**config.mk**
```make
export PLATFORM = sky130hd
export DESIGN_NAME = bst_tap
export DESIGN_NICKNAME = d
export VERILOG_FILES = /design/src/bst_tap.v
export VERILOG_INCLUDE_DIRS = /design/src
export SDC_FILE = /design/constraint.sdc
export NUM_CORES = 1
export LEC_CHECK = 0
export ABC_AREA = 1
export BUFFER_PORTS_ARGS = -buffer_cell sky130_fd_sc_hd__buf_2
export CAP_MARGIN = 25
export CORE_MARGIN = 2
export CORE_UTILIZATION = 30
export DETAILED_ROUTE_END_ITERATION = 8
export GPL_TIMING_DRIVEN = 0
export REMOVE_ABC_BUFFERS = 1
export SLEW_MARGIN = 20
export SYNTH_ARGS = -nofsm -noshare
export SYNTH_HDL_FRONTEND = slang
export SYNTH_SLANG_ARGS = --single-unit
```
**constraint.sdc**
```tcl
create_clock -name clk_sys -period 3 [get_ports clk_sys]
set_input_delay 0 -clock clk_sys [delete_from_list [all_inputs] [get_ports clk_sys]]
set_output_delay 0 -clock clk_sys [all_outputs]
set_load 0.005 [all_outputs]
```
**src/bst_consts.vh**
```
/*
 * constants of the boundary scan test port: controller states, instruction
 * codes, register lengths and reset values.
 * assumes: included by the design, the checker and the bench; definitions only.
 */
`ifndef BST_CONSTS_VH
`define BST_CONSTS_VH

// ----------------------------------------------------------------------
// controller states
// ----------------------------------------------------------------------
`define BST_ST_RESET      4'h0
`define BST_ST_IDLE       4'h1
`define BST_ST_SEL_DR     4'h2
`define BST_ST_CAP_DR     4'h3
`define BST_ST_SHIFT_DR   4'h4
`define BST_ST_EXIT1_DR   4'h5
`define BST_ST_PAUSE_DR   4'h6
`define BST_ST_EXIT2_DR   4'h7
`define BST_ST_UPD_DR     4'h8
`define BST_ST_SEL_IR     4'h9
`define BST_ST_CAP_IR     4'hA
`define BST_ST_SHIFT_IR   4'hB
`define BST_ST_EXIT1_IR   4'hC
`define BST_ST_PAUSE_IR   4'hD
`define BST_ST_EXIT2_IR   4'hE
`define BST_ST_UPD_IR     4'hF

// ----------------------------------------------------------------------
// instruction codes
// ----------------------------------------------------------------------
`define BST_IR_LEN        3
`define BST_INS_EXTEST    3'h0
`define BST_INS_IDCODE    3'h1
`define BST_INS_SAMPLE_Z  3'h2
`define BST_INS_SAMPLE    3'h4
`define BST_INS_BYPASS    3'h7
`define BST_IR_CAPTURE    3'h1

// ----------------------------------------------------------------------
// data registers
// ----------------------------------------------------------------------
`define BST_ID_LEN        32
`define BST_ID_CODE       32'h0A5C_3001
`define BST_BSR_LEN       109
`define BST_OE_CELL       108
`define BST_SYNC_IDLE     3'h3

`endif

```
**src/bst_tap.v**
```verilog
/*
 * boundary scan test port of a synchronous burst memory: controller,
 * instruction, bypass, identification and boundary scan registers.
 * assumes: test pins are asynchronous to clk_sys and at least four times
 * slower; pad pull-ups on the mode select and serial input are resolved
 * outside; sys_rst doubles as the power-up reset. ring_in passes two flops
 * and should hold still around a data capture; tap_state trails the
 * controller by one clock.
 */
`timescale 1ns/1ns
`include "bst_consts.vh"

module bst_tap (
   input  wire                      clk_sys,
   input  wire                      sys_rst,
   input  wire                      tck_pin,
   input  wire                      tms_pin,
   input  wire                      tdi_pin,
   input  wire [`BST_BSR_LEN-1:0]   ring_in,
   output reg                       tdo_out,
   output reg                       tdo_oe_n,
   output reg  [`BST_BSR_LEN-1:0]   ring_drive,
   output reg                       extest_act,
   output reg                       q_float,
   output reg  [3:0]                tap_state
);

   // ----------------------------------------------------------------------
   // input synchronisers
   // ----------------------------------------------------------------------
   reg  [2:0]              sync_a;
   reg  [2:0]              sync_b;
   reg                     tck_last;
   reg  [`BST_BSR_LEN-1:0] ring_a;
   reg  [`BST_BSR_LEN-1:0] ring_b;
   wire                    tck_s;
   wire                    tms_s;
   wire                    tdi_s;
   wire                    tck_rise;
   wire                    tck_fall;

   // pulled-up pins idle high, so mode select and data read one from reset;
   // the test clock idles low, so no false edge follows reset
   always @(posedge clk_sys) begin
      if (sys_rst) begin
         sync_a   <= `BST_SYNC_IDLE;
         sync_b   <= `BST_SYNC_IDLE;
         tck_last <= 1'b0;
      end else begin
         sync_a   <= {tck_pin, tms_pin, tdi_pin};
         sync_b   <= sync_a;
         tck_last <= tck_s;
      end
   end

   always @(posedge clk_sys) begin
      ring_a <= ring_in;
      ring_b <= ring_a;
   end

   assign tck_s    = sync_b[2];
   assign tms_s    = sync_b[1];
   assign tdi_s    = sync_b[0];
   assign tck_rise = tck_s & ~tck_last;
   assign tck_fall = ~tck_s & tck_last;

   // ----------------------------------------------------------------------
   // decode functions
   // ----------------------------------------------------------------------
   function is_ring_ins;
      input [2:0] ins;
      begin
         is_ring_ins = (ins == `BST_INS_EXTEST) || (ins == `BST_INS_SAMPLE)
                    || (ins == `BST_INS_SAMPLE_Z);
      end
   endfunction

   function [3:0] step;
      input [3:0] st;
      input       m;
      begin
         case (st)
            `BST_ST_RESET:    step = m ? `BST_ST_RESET    : `BST_ST_IDLE;
            `BST_ST_IDLE:     step = m ? `BST_ST_SEL_DR   : `BST_ST_IDLE;
            `BST_ST_SEL_DR:   step = m ? `BST_ST_SEL_IR   : `BST_ST_CAP_DR;
            `BST_ST_CAP_DR:   step = m ? `BST_ST_EXIT1_DR : `BST_ST_SHIFT_DR;
            `BST_ST_SHIFT_DR: step = m ? `BST_ST_EXIT1_DR : `BST_ST_SHIFT_DR;
            `BST_ST_EXIT1_DR: step = m ? `BST_ST_UPD_DR   : `BST_ST_PAUSE_DR;
            `BST_ST_PAUSE_DR: step = m ? `BST_ST_EXIT2_DR : `BST_ST_PAUSE_DR;
            `BST_ST_EXIT2_DR: step = m ? `BST_ST_UPD_DR   : `BST_ST_SHIFT_DR;
            `BST_ST_UPD_DR:   step = m ? `BST_ST_SEL_DR   : `BST_ST_IDLE;
            `BST_ST_SEL_IR:   step = m ? `BST_ST_RESET    : `BST_ST_CAP_IR;
            `BST_ST_CAP_IR:   step = m ? `BST_ST_EXIT1_IR : `BST_ST_SHIFT_IR;
            `BST_ST_SHIFT_IR: step = m ? `BST_ST_EXIT1_IR : `BST_ST_SHIFT_IR;
            `BST_ST_EXIT1_IR: step = m ? `BST_ST_UPD_IR   : `BST_ST_PAUSE_IR;
            `BST_ST_PAUSE_IR: step = m ? `BST_ST_EXIT2_IR : `BST_ST_PAUSE_IR;
            `BST_ST_EXIT2_IR: step = m ? `BST_ST_UPD_IR   : `BST_ST_SHIFT_IR;
            `BST_ST_UPD_IR:   step = m ? `BST_ST_SEL_DR   : `BST_ST_IDLE;
            default:          step = `BST_ST_RESET;
         endcase
      end
   endfunction

   // ----------------------------------------------------------------------
   // controller
   // ----------------------------------------------------------------------
   reg  [3:0] state;
   wire [3:0] next_state;

   assign next_state = step(state, tms_s);

   // five rises with mode select high reach the reset state from anywhere
   always @(posedge clk_sys) begin
      if (sys_rst)
         state <= `BST_ST_RESET;
      else if (tck_rise)
         state <= next_state;
   end

   // ----------------------------------------------------------------------
   // instruction register
   // ----------------------------------------------------------------------
   reg  [`BST_IR_LEN-1:0] ir_shift;
   reg  [`BST_IR_LEN-1:0] ir_cur;
   wire                   in_reset;
   wire                   in_cap_dr;
   wire                   in_shift_dr;
   wire                   in_upd_dr;
   wire                   in_cap_ir;
   wire                   in_shift_ir;
   wire                   in_upd_ir;
   wire                   ir_extest;
   wire                   ir_samplez;

   // single-state views of the controller and of the current instruction
   assign in_reset    = (state == `BST_ST_RESET);
   assign in_cap_dr   = (state == `BST_ST_CAP_DR);
   assign in_shift_dr = (state == `BST_ST_SHIFT_DR);
   assign in_upd_dr   = (state == `BST_ST_UPD_DR);
   assign in_cap_ir   = (state == `BST_ST_CAP_IR);
   assign in_shift_ir = (state == `BST_ST_SHIFT_IR);
   assign in_upd_ir   = (state == `BST_ST_UPD_IR);
   assign ir_extest   = (ir_cur == `BST_INS_EXTEST);
   assign ir_samplez  = (ir_cur == `BST_INS_SAMPLE_Z);

   // capture pattern, then serial load with the oldest bit leaving first
   always @(posedge clk_sys) begin
      if (sys_rst)
         ir_shift <= `BST_INS_IDCODE;
      else if (tck_rise && in_cap_ir)
         ir_shift <= `BST_IR_CAPTURE;
      else if (tck_rise && in_shift_ir)
         ir_shift <= {tdi_s, ir_shift[`BST_IR_LEN-1:1]};
   end

   // the reset state forces the identification instruction on every clock,
   // so pin control drops out without waiting for another test clock rise
   always @(posedge clk_sys) begin
      if (sys_rst)
         ir_cur <= `BST_INS_IDCODE;
      else if (in_reset)
         ir_cur <= `BST_INS_IDCODE;
      else if (tck_rise && in_upd_ir)
         ir_cur <= ir_shift;
   end

   // ----------------------------------------------------------------------
   // data registers
   // ----------------------------------------------------------------------
   reg                     bypass_bit;
   reg  [`BST_ID_LEN-1:0]  id_shift;
   reg  [`BST_BSR_LEN-1:0] bsr;
   wire                    sel_ring;
   wire                    sel_id;
   wire                    sel_bypass;

   // reserved codes fall back to the bypass path
   assign sel_ring   = is_ring_ins(ir_cur);
   assign sel_id     = (ir_cur == `BST_INS_IDCODE);
   assign sel_bypass = !sel_ring && !sel_id;

   // bypass is cleared on every data capture, whatever the instruction
   always @(posedge clk_sys) begin
      if (sys_rst)
         bypass_bit <= 1'b0;
      else if (tck_rise && in_cap_dr)
         bypass_bit <= 1'b0;
      else if (tck_rise && in_shift_dr && sel_bypass)
         bypass_bit <= tdi_s;
   end

   // identification code reloads only while it is the selected register
   always @(posedge clk_sys) begin
      if (sys_rst)
         id_shift <= `BST_ID_CODE;
      else if (tck_rise && in_cap_dr && sel_id)
         id_shift <= `BST_ID_CODE;
      else if (tck_rise && in_shift_dr && sel_id)
         id_shift <= {tdi_s, id_shift[`BST_ID_LEN-1:1]};
   end

   // ring capture takes the synchronised copy of the pins
   always @(posedge clk_sys) begin
      if (sys_rst)
         bsr <= {`BST_BSR_LEN{1'b0}};
      else if (tck_rise && in_cap_dr && sel_ring)
         bsr <= ring_b;
      else if (tck_rise && in_shift_dr && sel_ring)
         bsr <= {tdi_s, bsr[`BST_BSR_LEN-1:1]};
   end

   // ----------------------------------------------------------------------
   // update latches and pin control
   // ----------------------------------------------------------------------
   reg  [`BST_BSR_LEN-1:0] next_drive;

   always @* begin
      next_drive = ring_drive;
      if (in_reset)
         next_drive[`BST_OE_CELL] = 1'b1;
      else if (tck_rise && in_upd_dr && sel_ring)
         next_drive = bsr;
   end

   // none of this reaches the memory core; read drivers only see q_float
   always @(posedge clk_sys) begin
      if (sys_rst) begin
         ring_drive <= {{(`BST_BSR_LEN-1){1'b0}}, 1'b1} << `BST_OE_CELL;
         extest_act <= 1'b0;
         q_float    <= 1'b0;
      end else begin
         ring_drive <= next_drive;
         extest_act <= ir_extest;
         q_float    <= ir_samplez
                    || (ir_extest && !ring_drive[`BST_OE_CELL]);
      end
   end

   // ----------------------------------------------------------------------
   // serial output, changed on the falling test clock
   // ----------------------------------------------------------------------
   reg next_tdo;
   reg next_oe_n;

   // the enable follows the state seen at the fall, so it opens one half
   // period into the shift and closes one half period after leaving it
   always @* begin
      next_oe_n = !(in_shift_dr || in_shift_ir);
      if (in_shift_ir)
         next_tdo = ir_shift[0];
      else if (sel_ring)
         next_tdo = bsr[0];
      else if (sel_id)
         next_tdo = id_shift[0];
      else
         next_tdo = bypass_bit;
   end

   always @(posedge clk_sys) begin
      if (sys_rst) begin
         tdo_out  <= 1'b0;
         tdo_oe_n <= 1'b1;
      end else if (tck_fall) begin
         tdo_out  <= next_tdo;
         tdo_oe_n <= next_oe_n;
      end
   end

   // ----------------------------------------------------------------------
   // state report
   // ----------------------------------------------------------------------
   // debug copy of the controller state, one clock behind it
   always @(posedge clk_sys) begin
      if (sys_rst)
         tap_state <= `BST_ST_RESET;
      else
         tap_state <= state;
   end

endmodule // bst_tap

```
==> reports/summary.txt <==
CLOCKING
-----------------------------------------------------------------------------------------------
Library cell used as clock root buffer                                             sky130_fd_sc_hd__clkbuf_16
Clk_lat worst skew                                                                       600 ps
Clock input transition at the sequential cells of the worst setup and hold paths          60 ps
Number of CTS-inserted buffers                                                               51
Setup repair bufs after CTS                                                                   0
Clock sinks                                                                                 494
Total number of H-tree levels                                                                 2
Buffers from clock root to sink, at most                                                      3
CTS tree                                                                                   done

POWER
-----------------------------------------------------------------------------------------------
Worst vdd ir                                                                         0.000462 V
Leak pwr                                                                                10.3 nW
Pwr Total                                                                               13.7 mW
Power density cells                                                                  655 nW/um2

OUTCOME
-----------------------------------------------------------------------------------------------
Run status                                                                         finished, final reports clean

SETUP PATH
-----------------------------------------------------------------------------------------------
Critical path data required time                                                        3480 ps
Critical path startpoint category                                                      register
Category of the critical setup timing path                                         register to register
Data arrival time at the worst-slack endpoint                                           3150 ps
CP Max Fanout                                                                                62
Type of element capturing the critical path                                            register

FLOORPLAN
-----------------------------------------------------------------------------------------------
I/O pin total                                                                               231
Initial cell density of the core                                                          30.3%
Die width                                                                                232 um
Cell row count                                                                               83
Core area                                                                             51300 um2
Die height                                                                               232 um
Overall die area                                                                      53700 um2

LOGIC SYNTHESIS
-----------------------------------------------------------------------------------------------
Area contributors post-synth                                                       sky130_fd_sc_hd__dfxtp_1 (64%), sky130_fd_sc_hd__nand2_1 (10%), sky130_fd_sc_hd__nand3_1 (7.4%), sky130_fd_sc_hd__nor2_1 (5.7%), sky130_fd_sc_hd__o21ai_0 (3.9%)
Post-synthesis adder-cell area fraction                                                      0%
Basic-gate share of the synthesized area counting and, or, nand and nor cells             24.5%
Netlist area before placement                                                         15600 um2
EDFF count, synth                                                                             0
Share of synthesized registers carrying an async set or reset                                0%
Top cell type's share of synthesized area                                                 63.6%
Multiplexer area fraction after synthesis                                                    0%
Compound-cell area share of the yosys netlist                                             5.56%
Register area share after synthesis                                                       63.6%
Cell with the most instances after synthesis                                       sky130_fd_sc_hd__dfxtp_1
Count of mapped cells out of synthesis                                                     1820
Register bit count reported by yosys                                                        494
Main combinational cell family by area after synthesis                             simple AND/OR/NAND/NOR gates
Yosys warning count                                                                           0
Share of the synthesized netlist area taken by xor and xnor gates                            0%
Yosys cell types                                                                             26
Post-synth top area cell                                                           sky130_fd_sc_hd__dfxtp_1
Mean Syn Cell Area                                                                     8.55 um2
Top cell types by occurrence after synthesis                                       sky130_fd_sc_hd__dfxtp_1 (494), sky130_fd_sc_hd__nand2_1 (428), sky130_fd_sc_hd__nor2_1 (235), sky130_fd_sc_hd__nand3_1 (231), sky130_fd_sc_hd__inv_1 (135)
Leading register cell type out of synthesis                                        sky130_fd_sc_hd__dfxtp_1

STA
-----------------------------------------------------------------------------------------------
Transition time at the pin with the least slew margin                                    849 ps
Post-Route Setup TNS                                                                       0 ps
Fin Clk Skew                                                                            23.5 ps
Ratio of final minimum period to clock period                                             89.0%
Smallest hold slack                                                                     42.5 ps
Min Clock Period, post-route                                                            2670 ps
Number of failing hold endpoints at the final stage                                           0
Highest clock rate                                                                    0.374 GHz
Slew Limit Headroom                                                                       43.4%
RSZ-0062 raised after global routing                                                      false
Count of final setup violators                                                                0
Worst-case setup margin in the final layout                                              329 ps
Max Transition Viols Final                                                                    0

GLOBAL ROUTING
-----------------------------------------------------------------------------------------------
Grt ovf                                                                                       0
Total global routing track utilization                                                    14.7%
Via count of the first global-routing pass                                                12396
Global-route wire length before repair                                                  63.9 mm
Number of antenna violations at the first check in global routing                             3
Largest net degree at the start of global routing                                           132

ROUTING
-----------------------------------------------------------------------------------------------
Number of antenna-violating nets in the routed design                                         0
Per-cell routed wire length                                                             13.8 um
Via/cell ratio                                                                             4.41
Count of vias placed by the detailed router                                               12759
Post-detailed-route DRC marker count                                                          0
Violation count after the first detailed-route iteration                                    716
1st-pass router iterations                                                                    5
Total wire length                                                                       40.0 mm

PLACED DESIGN
-----------------------------------------------------------------------------------------------
Quantity of I/O buffers inserted on ports                                                   230
Total placed instance area                                                            17600 um2
Final weighted congestion of routability-driven global placement                          0.796
HPWL after detailed placement                                                           24.2 mm
Placed Cells incl. Taps                                                                    2649
Post-Place Worst Slack                                                                   236 ps

JOB
-----------------------------------------------------------------------------------------------
Total of max-cap violations                                                                   0

WORST HOLD PATH
-----------------------------------------------------------------------------------------------
Class of the most critical hold timing path                                        input pin to register

CELLS AND AREA
-----------------------------------------------------------------------------------------------
Fraction of final layout cells sized beyond drive strength 1                              16.3%
Layout area overhead                                                                      34.4%
Final design utilization                                                                  40.8%
Number of nets in the layout                                                               2283
Final-layout fill cell count                                                               5018
Number of cells in the finished layout apart from fillers                                  2891
Non-Filler Cell Area, Final                                                           20900 um2

## sequential cells by signal (all words and copies together), names as in the netlist
register / cells
extest_act: 1
tdo_out: 1
ir_shift: 3
tap_state: 4
q_float: 1
sync_b: 3
bypass_bit: 1
ir_cur: 3
ring_b: 109
tdo_oe_n: 1
ring_drive: 109
tck_last: 1
bsr: 109
ring_a: 109
state: 4
sync_a: 3
id_shift: 32
## report_power, final
part / switching [mW] / leakage, nW / internal [mW]
Sequential: 0.0427 / 4.06 / 6.72
Clock: 2.65 / 0.863 / 3.96
Combinational: 0.124 / 5.38 / 0.192
## final cells by class
cell class,instances,area (um2),area share [%]
repair buffers,399,3130,14.9
clock buffers,73,1480,7.07
clock inverters,20,308,1.47
diodes,2,5.00,0.0239
inverters,142,546,2.61
multi-input cells,1081,4700,22.5
well taps,680,851,4.07
flip-flops and latches,494,9890,47.3
## repair_timing
item                       4_1_cts  5_1_grt
setup endpoints to repair        0        1
gates resized for setup          0        1
hold buffers                   147        0
hold endpoints to repair       127        0
## routing by layer
metal / vias up / track usage, % / part of all wire (%)
met4: 2 / 4.83 / 2.3
met5: - / 0 / 0.030
li1: 6429 / - / -
met2: 365 / 24.5 / 46
met1: 5878 / 18.7 / 45
met3: 85 / 3.39 / 6.3
## final timing paths
kind	startpoint	end	slack [ps]	cells after the start
worst max-delay path	state[3]	ring_drive[23]	330	11
worst min register to register	ring_a[63]	ring_b[63]	320	0
worst min-delay path	ring_in[25]	ring_a[25]	40	2
worst max register to register	state[3]	ring_drive[23]	330	11
## worst max-delay path, cell delays in order (launching register included)
cell and delay, ps:
sky130_fd_sc_hd__dfxtp_1 450, sky130_fd_sc_hd__inv_2 90, sky130_fd_sc_hd__nor2_4 150, sky130_fd_sc_hd__nand2_1 160
sky130_fd_sc_hd__nor3_4 400, sky130_fd_sc_hd__buf_8 220, sky130_fd_sc_hd__buf_8 160, sky130_fd_sc_hd__buf_8 150
sky130_fd_sc_hd__inv_6 160, sky130_fd_sc_hd__buf_16 260, sky130_fd_sc_hd__nor2_1 200, sky130_fd_sc_hd__nor2_1 80
## cell usage in the layout, fill, tap and decap left out, types with 3 or more instances in the layout
cell type,netlist,routed
sky130_fd_sc_hd__nor2_4,5,6
sky130_fd_sc_hd__buf_2,24,230
sky130_fd_sc_hd__o21ai_0,121,121
sky130_fd_sc_hd__clkbuf_16,0,51
sky130_fd_sc_hd__buf_16,0,13
sky130_fd_sc_hd__o211ai_1,9,9
sky130_fd_sc_hd__or2_2,4,4
sky130_fd_sc_hd__inv_2,7,6
sky130_fd_sc_hd__clkinv_2,0,5
sky130_fd_sc_hd__a21oi_1,34,34
sky130_fd_sc_hd__dlygate4sd3_1,0,147
sky130_fd_sc_hd__nor2_1,235,235
sky130_fd_sc_hd__dfxtp_1,494,494
sky130_fd_sc_hd__nand2_1,428,428
sky130_fd_sc_hd__nand3_1,231,230
sky130_fd_sc_hd__inv_1,135,134
sky130_fd_sc_hd__buf_8,0,7
sky130_fd_sc_hd__nand4_1,3,3
sky130_fd_sc_hd__clkbuf_8,0,12
sky130_fd_sc_hd__clkinvlp_4,0,4
sky130_fd_sc_hd__bufinv_16,0,6
sky130_fd_sc_hd__clkbuf_1,60,10
## logic make-up (layout without fill, tap and decap cells)
family,count (synthesis),in the layout
and+or+nand+nor,914,914
DFF,494,494
buffers and inverters,245,634
AOI/OAI and AO/OA,167,167
other,0,2
(Power assumes the default switching activity.)
